**src/verilog/serial_select_pkg.sv**
```systemverilog
/*
  Constants, states and state records for the serial port-select command
  receiver. Assumes a 40 MHz system clock and a 19200 bps control line.
*/
package serial_select_pkg;

  // line timing
  localparam int CLK_HZ = 40_000_000;
  localparam int BAUD_BPS = 19200;
  localparam int BIT_CYCLES = CLK_HZ / BAUD_BPS;
  localparam int HALF_BIT_CYCLES = BIT_CYCLES / 2;
  localparam int CNT_W = 12;
  localparam logic [CNT_W-1:0] BIT_LAST = CNT_W'(BIT_CYCLES - 1);
  localparam logic [CNT_W-1:0] HALF_LAST = CNT_W'(HALF_BIT_CYCLES - 1);

  // character framing
  localparam int DATA_BITS = 8;
  localparam logic [2:0] RX_BIT_LAST = 3'h7;
  localparam logic [3:0] TX_BIT_LAST = 4'h9;

  // command codes and channel range
  localparam logic [7:0] CODE_FIRST = 8'h10;
  localparam logic [7:0] CODE_LAST = 8'h1f;
  localparam logic [7:0] CODE_VIDEO_OFF = 8'h71;
  localparam logic [4:0] CHANNEL_OFF = 5'h00;
  localparam logic [4:0] CHANNEL_MAX = 5'h10;
  localparam logic [4:0] CHANNEL_RESET = 5'h00;

  typedef enum {RX_IDLE, RX_START, RX_DATA, RX_STOP} rx_state_t;
  typedef enum {TX_IDLE, TX_SEND} tx_state_t;

  typedef struct packed {
    rx_state_t state;
    logic [CNT_W-1:0] count;
    logic [2:0] bit_idx;
    logic [7:0] shift;
    logic valid;
  } rx_reg_t;

  typedef struct packed {
    tx_state_t state;
    logic [CNT_W-1:0] count;
    logic [3:0] bit_idx;
    logic [8:0] frame;
    logic tx_line;
    logic pend_valid;
    logic [7:0] pend_data;
    logic [4:0] channel;
    logic video_on;
  } sel_reg_t;

endpackage : serial_select_pkg

```
**src/verilog/rx_byte_if.sv**
```systemverilog
/*
  Carries one received byte and its one-cycle valid strobe from the line
  receiver to the command interpreter. Assumes a single clock domain.
*/
interface rx_byte_if;
  logic [7:0] data;
  logic valid;

  modport src (output data, output valid);
  modport dst (input data, input valid);
endinterface : rx_byte_if

```
**src/verilog/serial_line_rx.sv**
```systemverilog
/*
  Asynchronous serial character receiver. Assumes the line input is
  already synchronous to clk_sys and idles high.
*/
module serial_line_rx
  import serial_select_pkg::*;
(
  input logic clk_sys, // system clock
  input logic reset_n, // synchronous reset
  input logic rx_serial, // serial line in
  rx_byte_if.src link // received byte out
);

  rx_reg_t r;
  rx_reg_t next_r;

  // framing state machine, sampling at mid-bit
  always_comb
  begin
    next_r = r;
    next_r.valid = 1'b0;
    case (r.state)
      RX_IDLE:
      begin
        if (!rx_serial) // falling edge opens a frame
        begin
          next_r.state = RX_START;
          next_r.count = HALF_LAST;
        end
      end
      RX_START:
      begin
        if (r.count == '0)
        begin
          if (!rx_serial)
          begin
            next_r.state = RX_DATA;
            next_r.count = BIT_LAST;
            next_r.bit_idx = '0;
          end
          else
            next_r.state = RX_IDLE; // glitch, not a start bit
        end
        else
          next_r.count = r.count - 1'b1;
      end
      RX_DATA:
      begin
        if (r.count == '0)
        begin
          next_r.shift = {rx_serial, r.shift[7:1]}; // lsb first
          next_r.count = BIT_LAST;
          if (r.bit_idx == RX_BIT_LAST) // eight bits, no parity
            next_r.state = RX_STOP;
          else
            next_r.bit_idx = r.bit_idx + 1'b1;
        end
        else
          next_r.count = r.count - 1'b1;
      end
      RX_STOP:
      begin
        if (r.count == '0)
        begin
          next_r.state = RX_IDLE; // ready at once for the next
          next_r.valid = rx_serial; // bad stop bit drops the byte
        end
        else
          next_r.count = r.count - 1'b1;
      end
      default:
        next_r.state = RX_IDLE;
    endcase
  end

  // state register
  always_ff @(posedge clk_sys)
  begin
    if (!reset_n)
    begin
      r.state <= RX_IDLE;
      r.count <= '0;
      r.bit_idx <= '0;
      r.shift <= '0;
      r.valid <= 1'b0;
    end
    else
      r <= next_r;
  end

  assign link.data = r.shift;
  assign link.valid = r.valid;

endmodule : serial_line_rx

```
**src/verilog/serial_port_select.sv**
```systemverilog
/*
  Serial port-select command interpreter: decodes single-byte commands,
  selects a computer port or video off, echoes valid commands and sends
  the code of a new channel through one pending byte, which a later event
  overwrites if still waiting. Assumes one 40 MHz clock, a line input
  synchronous to it, and a local selection port from the front panel.
*/
module serial_port_select
  import serial_select_pkg::*;
(
  input logic clk_sys, // system clock, 40 MHz
  input logic reset_n, // synchronous reset
  input logic rx_serial, // command line in
  input logic sel_req, // local select pulse
  input logic [4:0] sel_channel, // local channel, 0 to 16
  output logic tx_serial, // command line out
  output logic [4:0] channel, // selected channel, 0 is off
  output logic video_on // a computer port is routed
);

  sel_reg_t r;
  sel_reg_t next_r;
  rx_byte_if rx_link ();

  logic code_ok;
  logic [4:0] code_channel;
  logic local_ok;
  logic [7:0] local_code;

  // line receiver
  serial_line_rx u_rx (
    .clk_sys(clk_sys),
    .reset_n(reset_n),
    .rx_serial(rx_serial),
    .link(rx_link)
  );

  // decode a received byte into a channel
  always_comb
  begin
    code_ok = 1'b0;
    code_channel = CHANNEL_OFF;
    if (rx_link.data >= CODE_FIRST && rx_link.data <= CODE_LAST)
    begin
      code_ok = 1'b1;
      code_channel = {1'b0, rx_link.data[3:0]} + 5'h01;
    end
    else if (rx_link.data == CODE_VIDEO_OFF)
      code_ok = 1'b1;
  end

  // local request: in range and a real change
  always_comb
  begin
    local_ok = sel_req && sel_channel <= CHANNEL_MAX
      && sel_channel != r.channel;
    if (sel_channel == CHANNEL_OFF)
      local_code = CODE_VIDEO_OFF;
    else
      local_code = CODE_FIRST + {3'h0, sel_channel} - 8'h01; // 16 is 1f
  end

  // channel update, pending byte and transmitter
  always_comb
  begin
    next_r = r;
    case (r.state)
      TX_IDLE:
      begin
        next_r.tx_line = 1'b1;
        if (r.pend_valid)
        begin
          next_r.state = TX_SEND;
          next_r.frame = {1'b1, r.pend_data}; // stop then data
          next_r.tx_line = 1'b0; // start bit
          next_r.count = BIT_LAST;
          next_r.bit_idx = '0;
          next_r.pend_valid = 1'b0;
        end
      end
      TX_SEND:
      begin
        if (r.count == '0)
        begin
          next_r.count = BIT_LAST;
          if (r.bit_idx == TX_BIT_LAST) // ten bit times done
          begin
            next_r.state = TX_IDLE;
            next_r.tx_line = 1'b1;
          end
          else
          begin
            next_r.tx_line = r.frame[0]; // lsb first
            next_r.frame = {1'b1, r.frame[8:1]};
            next_r.bit_idx = r.bit_idx + 1'b1;
          end
        end
        else
          next_r.count = r.count - 1'b1;
      end
      default:
      begin
        next_r.state = TX_IDLE;
        next_r.tx_line = 1'b1;
      end
    endcase
    // new events come after the load so a fresh byte in the load cycle is not lost
    if (rx_link.valid && code_ok)
    begin
      next_r.channel = code_channel;
      next_r.video_on = code_channel != CHANNEL_OFF;
      next_r.pend_valid = 1'b1; // echo, also the change code
      next_r.pend_data = rx_link.data;
    end
    else if (local_ok && !rx_link.valid)
    begin
      next_r.channel = sel_channel;
      next_r.video_on = sel_channel != CHANNEL_OFF;
      next_r.pend_valid = 1'b1; // announce the new channel
      next_r.pend_data = local_code;
    end
    // anything else received is dropped silently
  end

  // state register
  always_ff @(posedge clk_sys)
  begin
    if (!reset_n)
    begin
      r.state <= TX_IDLE;
      r.count <= '0;
      r.bit_idx <= '0;
      r.frame <= '0;
      r.tx_line <= 1'b1;
      r.pend_valid <= 1'b0;
      r.pend_data <= '0;
      r.channel <= CHANNEL_RESET;
      r.video_on <= 1'b0;
    end
    else
      r <= next_r;
  end

  assign tx_serial = r.tx_line;
  assign channel = r.channel;
  assign video_on = r.video_on;

endmodule : serial_port_select

```
**config.mk**
```make
export PLATFORM = sky130hd
export DESIGN_NAME = serial_port_select
export DESIGN_NICKNAME = d
export VERILOG_FILES = /design/src/verilog/serial_select_pkg.sv /design/src/verilog/rx_byte_if.sv /design/src/verilog/serial_line_rx.sv /design/src/verilog/serial_port_select.sv
export SDC_FILE = /design/constraint.sdc
export NUM_CORES = 1
export LEC_CHECK = 0
export ABC_CLOCK_PERIOD_IN_PS = 4800
export BUFFER_PORTS_ARGS = -buffer_cell sky130_fd_sc_hd__buf_2
export CAP_MARGIN = 20
export CORE_MARGIN = 5
export CORE_UTILIZATION = 55
export DETAILED_ROUTE_END_ITERATION = 10
export GPL_TIMING_DRIVEN = 0
export PLACE_DENSITY = 0.71
export SLEW_MARGIN = 20
export SYNTH_ARGS = -nofsm -noshare
export SYNTH_HDL_FRONTEND = slang
export SYNTH_SLANG_ARGS = --single-unit
```
**constraint.sdc**
```tcl
create_clock -name clk_sys -period 4.8 [get_ports clk_sys]
set_input_delay 0.72 -clock clk_sys [delete_from_list [all_inputs] [get_ports clk_sys]]
set_output_delay 0.72 -clock clk_sys [all_outputs]
set_load 0.03 [all_outputs]
```
==> impl_metrics.prom <==
# TYPE chip_impl_metric gauge
chip_impl_metric{name="path_buf_inv",unit=""} 2
chip_impl_metric{name="timing.final.crit_share",unit="%"} 48.3
chip_impl_metric{name="register_to_register_path_setup_slack",unit="ps"} 2480
chip_impl_info{name="grt_setup_unrepaired",value="no"} 1
chip_impl_metric{name="layout_cells_sized_above_1",unit="%"} 11.7
chip_impl_metric{name="final-instance-count-excl-fill",unit=""} 548
chip_impl_metric{name="total_of_flip_flops_plus_latches_after_synthesis",unit=""} 68
chip_impl_metric{name="yosysSeqAreaShare",unit="%"} 37.0
chip_impl_metric{name="postSynth.asyncResetShare",unit="%"} 0
chip_impl_info{name="primary_flip_flop_cell_chosen_by_synthesis_mapping",value="sky130_fd_sc_hd__dfxtp_1"} 1
chip_impl_metric{name="setup_ws",unit="ps"} 2480
chip_impl_metric{name="power.sequential.fraction",unit="%"} 35.9
chip_impl_metric{name="num_vias",unit=""} 3265
chip_impl_metric{name="grt_use_total",unit="%"} 20.3
chip_impl_metric{name="worst-endpoint-required",unit="ps"} 5020
chip_impl_metric{name="final-max-slew-violation-count",unit=""} 0
chip_impl_metric{name="cts_sinks",unit=""} 68
chip_impl_info{name="synth_area_leader_cell",value="sky130_fd_sc_hd__dfxtp_1"} 1
chip_impl_metric{name="comb_power_share",unit="%"} 39.2
chip_impl_metric{name="switching_power",unit="mW"} 0.733
chip_impl_metric{name="detailedRoute.firstIterationViolations",unit=""} 223
chip_impl_metric{name="die_height",unit="µm"} 91.8
chip_impl_info{name="setup.worst_path.start_class",value="flip-flop"} 1
chip_impl_metric{name="globalRoute.totalOverflow",unit=""} 0
chip_impl_info{name="critical_path.top_delay_family",value="simple AND/OR/NAND/NOR gates"} 1
chip_impl_metric{name="post-place-cells",unit=""} 532
chip_impl_info{name="crit_chain",value="inv_1 -> ha_1 -> or4b_1 -> nor4_4 -> buf_6 -> a21oi_1 -> nand2b_1 -> o21ai_0"} 1
chip_impl_metric{name="htree_levels",unit=""} 3
chip_impl_metric{name="yosysUniqueCellTypes",unit=""} 65
chip_impl_info{name="critical_path.endpoint_type",value="flip-flop"} 1
chip_impl_metric{name="totalPowerFinal",unit="mW"} 1.92
chip_impl_metric{name="power.share.switching",unit="%"} 38.2
chip_impl_metric{name="gp_congestion",unit=""} 0.901
chip_impl_info{name="hold_path.startpoint",value="r[10]"} 1
chip_impl_metric{name="diodes",unit=""} 0
chip_impl_metric{name="ctsLongestPathBuffers",unit=""} 2
chip_impl_info{name="post_synth_main_area_contributors",value="sky130_fd_sc_hd__dfxtp_1 37%, sky130_fd_sc_hd__ha_1 5.4%, sky130_fd_sc_hd__nand2_1 5.2%"} 1
chip_impl_metric{name="clock.fmax",unit="MHz"} 432
chip_impl_metric{name="grt_first_pass_wirelength",unit="mm"} 14.4
chip_impl_metric{name="post-route-min-period",unit="ps"} 2320
chip_impl_metric{name="skew",unit="ps"} 10.6
chip_impl_metric{name="timing.critical_path.slowest_cell_delay",unit="ps"} 530
chip_impl_metric{name="io_pins",unit=""} 16
chip_impl_metric{name="cts_buffers",unit=""} 9
chip_impl_metric{name="post_cts.resized_instances",unit=""} 0
chip_impl_metric{name="initial_core_util",unit="%"} 57.3
chip_impl_metric{name="row_count",unit=""} 29
chip_impl_metric{name="antenna_violating_nets_post_route",unit=""} 0
chip_impl_metric{name="internal-power",unit="mW"} 1.19
chip_impl_info{name="crit_slowest_cell",value="sky130_fd_sc_hd__or4b_1"} 1
chip_impl_metric{name="drt_drc_violations_left",unit=""} 0
chip_impl_info{name="clock_tree_from_tritoncts",value="done"} 1
chip_impl_metric{name="wl",unit="mm"} 8.41
chip_impl_metric{name="synth.avg_cell_area",unit="µm²"} 8.32
chip_impl_metric{name="grt_antenna_before_repair",unit=""} 0
chip_impl_metric{name="synth.net_count",unit=""} 467
chip_impl_metric{name="grt_pass1_vias",unit=""} 3051
chip_impl_info{name="min-delay-path-class",value="flip-flop to flip-flop"} 1
chip_impl_metric{name="dpl.hpwl",unit="mm"} 5.91
chip_impl_metric{name="pin_count_of_the_biggest_net_entering_global_routing",unit=""} 13
chip_impl_metric{name="pwr-share-clk",unit="%"} 24.9
chip_impl_info{name="worstSetupStartpoint",value="u_rx.r[12]"} 1
chip_impl_metric{name="utilization",unit="%"} 62.9
chip_impl_info{name="worstReg2RegStart",value="u_rx.r[12]"} 1
chip_impl_metric{name="post_cts.repair.setup_buffers",unit=""} 0
chip_impl_metric{name="number_of_instances_in_the_synthesized_netlist",unit=""} 442
chip_impl_info{name="status",value="finished clean"} 1
chip_impl_metric{name="synth_top_cell_area_share",unit="%"} 37.0
chip_impl_metric{name="core_area",unit="mm²"} 0.00642
chip_impl_metric{name="netlist_area",unit="mm²"} 0.00368
chip_impl_metric{name="hold-worst-slack",unit="ps"} 458
chip_impl_metric{name="power.density",unit="mW/mm²"} 475
chip_impl_metric{name="report.final.hold_viol_count",unit=""} 0
chip_impl_metric{name="worst-path-max-fanout",unit=""} 10
chip_impl_metric{name="p_leak",unit="nW"} 1.58
chip_impl_metric{name="totalNegativeSetupSlack",unit="ps"} 0
chip_impl_metric{name="critical_path_arrival",unit="ps"} 2530
chip_impl_metric{name="dp_slack",unit="ps"} 2280
chip_impl_metric{name="maxCapViolations",unit=""} 0
chip_impl_metric{name="synth_enable_flop_cells",unit=""} 0
chip_impl_metric{name="holdBufCountCts",unit=""} 0
chip_impl_metric{name="die-width",unit="µm"} 91.8
chip_impl_metric{name="vdd_ir_drop_max",unit="V"} 0.000467
chip_impl_info{name="clock-root-buffer",value="sky130_fd_sc_hd__clkbuf_8"} 1
chip_impl_metric{name="area_delta_synth_final",unit="%"} 9.86
chip_impl_metric{name="buffer_ports.inserted",unit=""} 13
chip_impl_metric{name="fin_nets",unit=""} 491
chip_impl_metric{name="yosysWarnings",unit=""} 0
chip_impl_metric{name="detailed_place.area",unit="mm²"} 0.00384
chip_impl_metric{name="area_of_the_die",unit="mm²"} 0.00842
chip_impl_metric{name="wl_per_cell",unit="µm"} 15.3
chip_impl_metric{name="first_pass_iteration_count_of_the_detailed_router",unit=""} 6
chip_impl_metric{name="postLayoutCellArea",unit="mm²"} 0.00404
chip_impl_info{name="worst_setup_path_category",value="flip-flop to flip-flop"} 1
chip_impl_metric{name="timing_worst_slew_pin_value",unit="ps"} 987
chip_impl_metric{name="detail_route.vias_per_cell",unit=""} 5.96
chip_impl_metric{name="insertion_delay",unit="ps"} 350
chip_impl_metric{name="report.final.setup_viol",unit=""} 0
chip_impl_metric{name="clkTransAtPathRegs",unit="ps"} 70
chip_impl_metric{name="relative_slew_margins",unit="%"} 33.6
[placed cells by master (no fill, tap or decap), drive strengths merged, types with 4 or more instances in the layout]
cell | Yosys | layout
nand2b | 7 | 7
nor2 | 37 | 37
nor2b | 4 | 4
ha | 16 | 16
xnor2 | 9 | 9
o22ai | 5 | 5
xor2 | 6 | 6
nor4 | 4 | 4
o21ai | 15 | 15
and3 | 6 | 6
nand3 | 18 | 18
inv | 25 | 25
o41ai | 4 | 4
clkbuf | 14 | 24
buf | 12 | 25
a211oi | 10 | 10
nand4 | 6 | 6
dfxtp | 68 | 68
a22oi | 11 | 11
a31oi | 5 | 5
or3 | 5 | 5
a21oi | 27 | 27
nand2 | 52 | 52
and2 | 5 | 5
nor3 | 13 | 13
mux2i | 6 | 6
a221oi | 5 | 5
[cell type report]
| type | count | area (µm²) |
|---|---|---|
| clock buffers | 10 | 138 |
| plain buffers | 26 | 148 |
| repair buffers | 13 | 65.1 |
| fillers | 585 | 2380 |
| inverters | 25 | 93.8 |
| flip-flops and latches | 68 | 1360 |
| clock inverters | 6 | 63.8 |
| multi-input cells | 323 | 2080 |
| well taps | 77 | 96.3 |
[cell families after synthesis]
kind of cell,Yosys count,synth area share [%]
AO/OA/AOI/OAI,114,21.5
XOR/XNOR,15,3.57
adder cells (fa/ha/maj),16,5.44
buffers and inverters,51,6.56
flip-flops,68,37.0
multiplexers,6,1.63
AND/OR/NAND/NOR,172,24.3
[power by group through the flow]
stage | combinational [mW] | clock (mW) | sequential, mW
after CTS | 0.743 | 0.485 | 0.688
after floorplan | 0.601 | 0 | 0.688
after detailed placement | 0.739 | 0 | 0.700
after global routing | 0.834 | 0.512 | 0.698
final | 0.752 | 0.478 | 0.689
after global placement | 0.726 | 0 | 0.699
[tightest hold or removal path, cell delays in order (launching register included)]
cell,delay [ps]
sky130_fd_sc_hd__dfxtp_1,320
sky130_fd_sc_hd__inv_1,50
sky130_fd_sc_hd__a21oi_1,50
[state kept, by name (all words and copies together), names as in the netlist]
name	count
u_rx.r	17
video_on	1
r	35
tx_serial	1
u_rx.link.data	8
channel	5
u_rx.link.valid	1
[cell usage after synthesis (all sizes together) (6+ instances only)]
| master | n |
|---|---|
| nand3 | 18 |
| nand2b | 7 |
| nor3 | 13 |
| buf | 12 |
| a21oi | 27 |
| xor2 | 6 |
| a22oi | 11 |
| o21ai | 15 |
| ha | 16 |
| nand2 | 52 |
| clkbuf | 14 |
| and3 | 6 |
| a211oi | 10 |
| dfxtp | 68 |
| xnor2 | 9 |
| nor2 | 37 |
| mux2i | 6 |
| inv | 25 |
| nand4 | 6 |
[layer usage]
layer | wire length, µm | vias up | track usage, %
li1 | - | 1636 | -
met1 | 4070 | 1557 | 27.5
met2 | 3910 | 59 | 32.7
met3 | 341 | 13 | 4.66
met4 | 90 | 0 | 5.32
met5 | 0 | - | 0
[path summary, 6_finish.rpt]
kind / end / depth (start not counted)
max: u_rx.r[20] / 8
min: r[10] / 2
min reg2reg: r[10] / 2
max reg2reg: u_rx.r[20] / 8
Power figures use the tool's default switching activity.
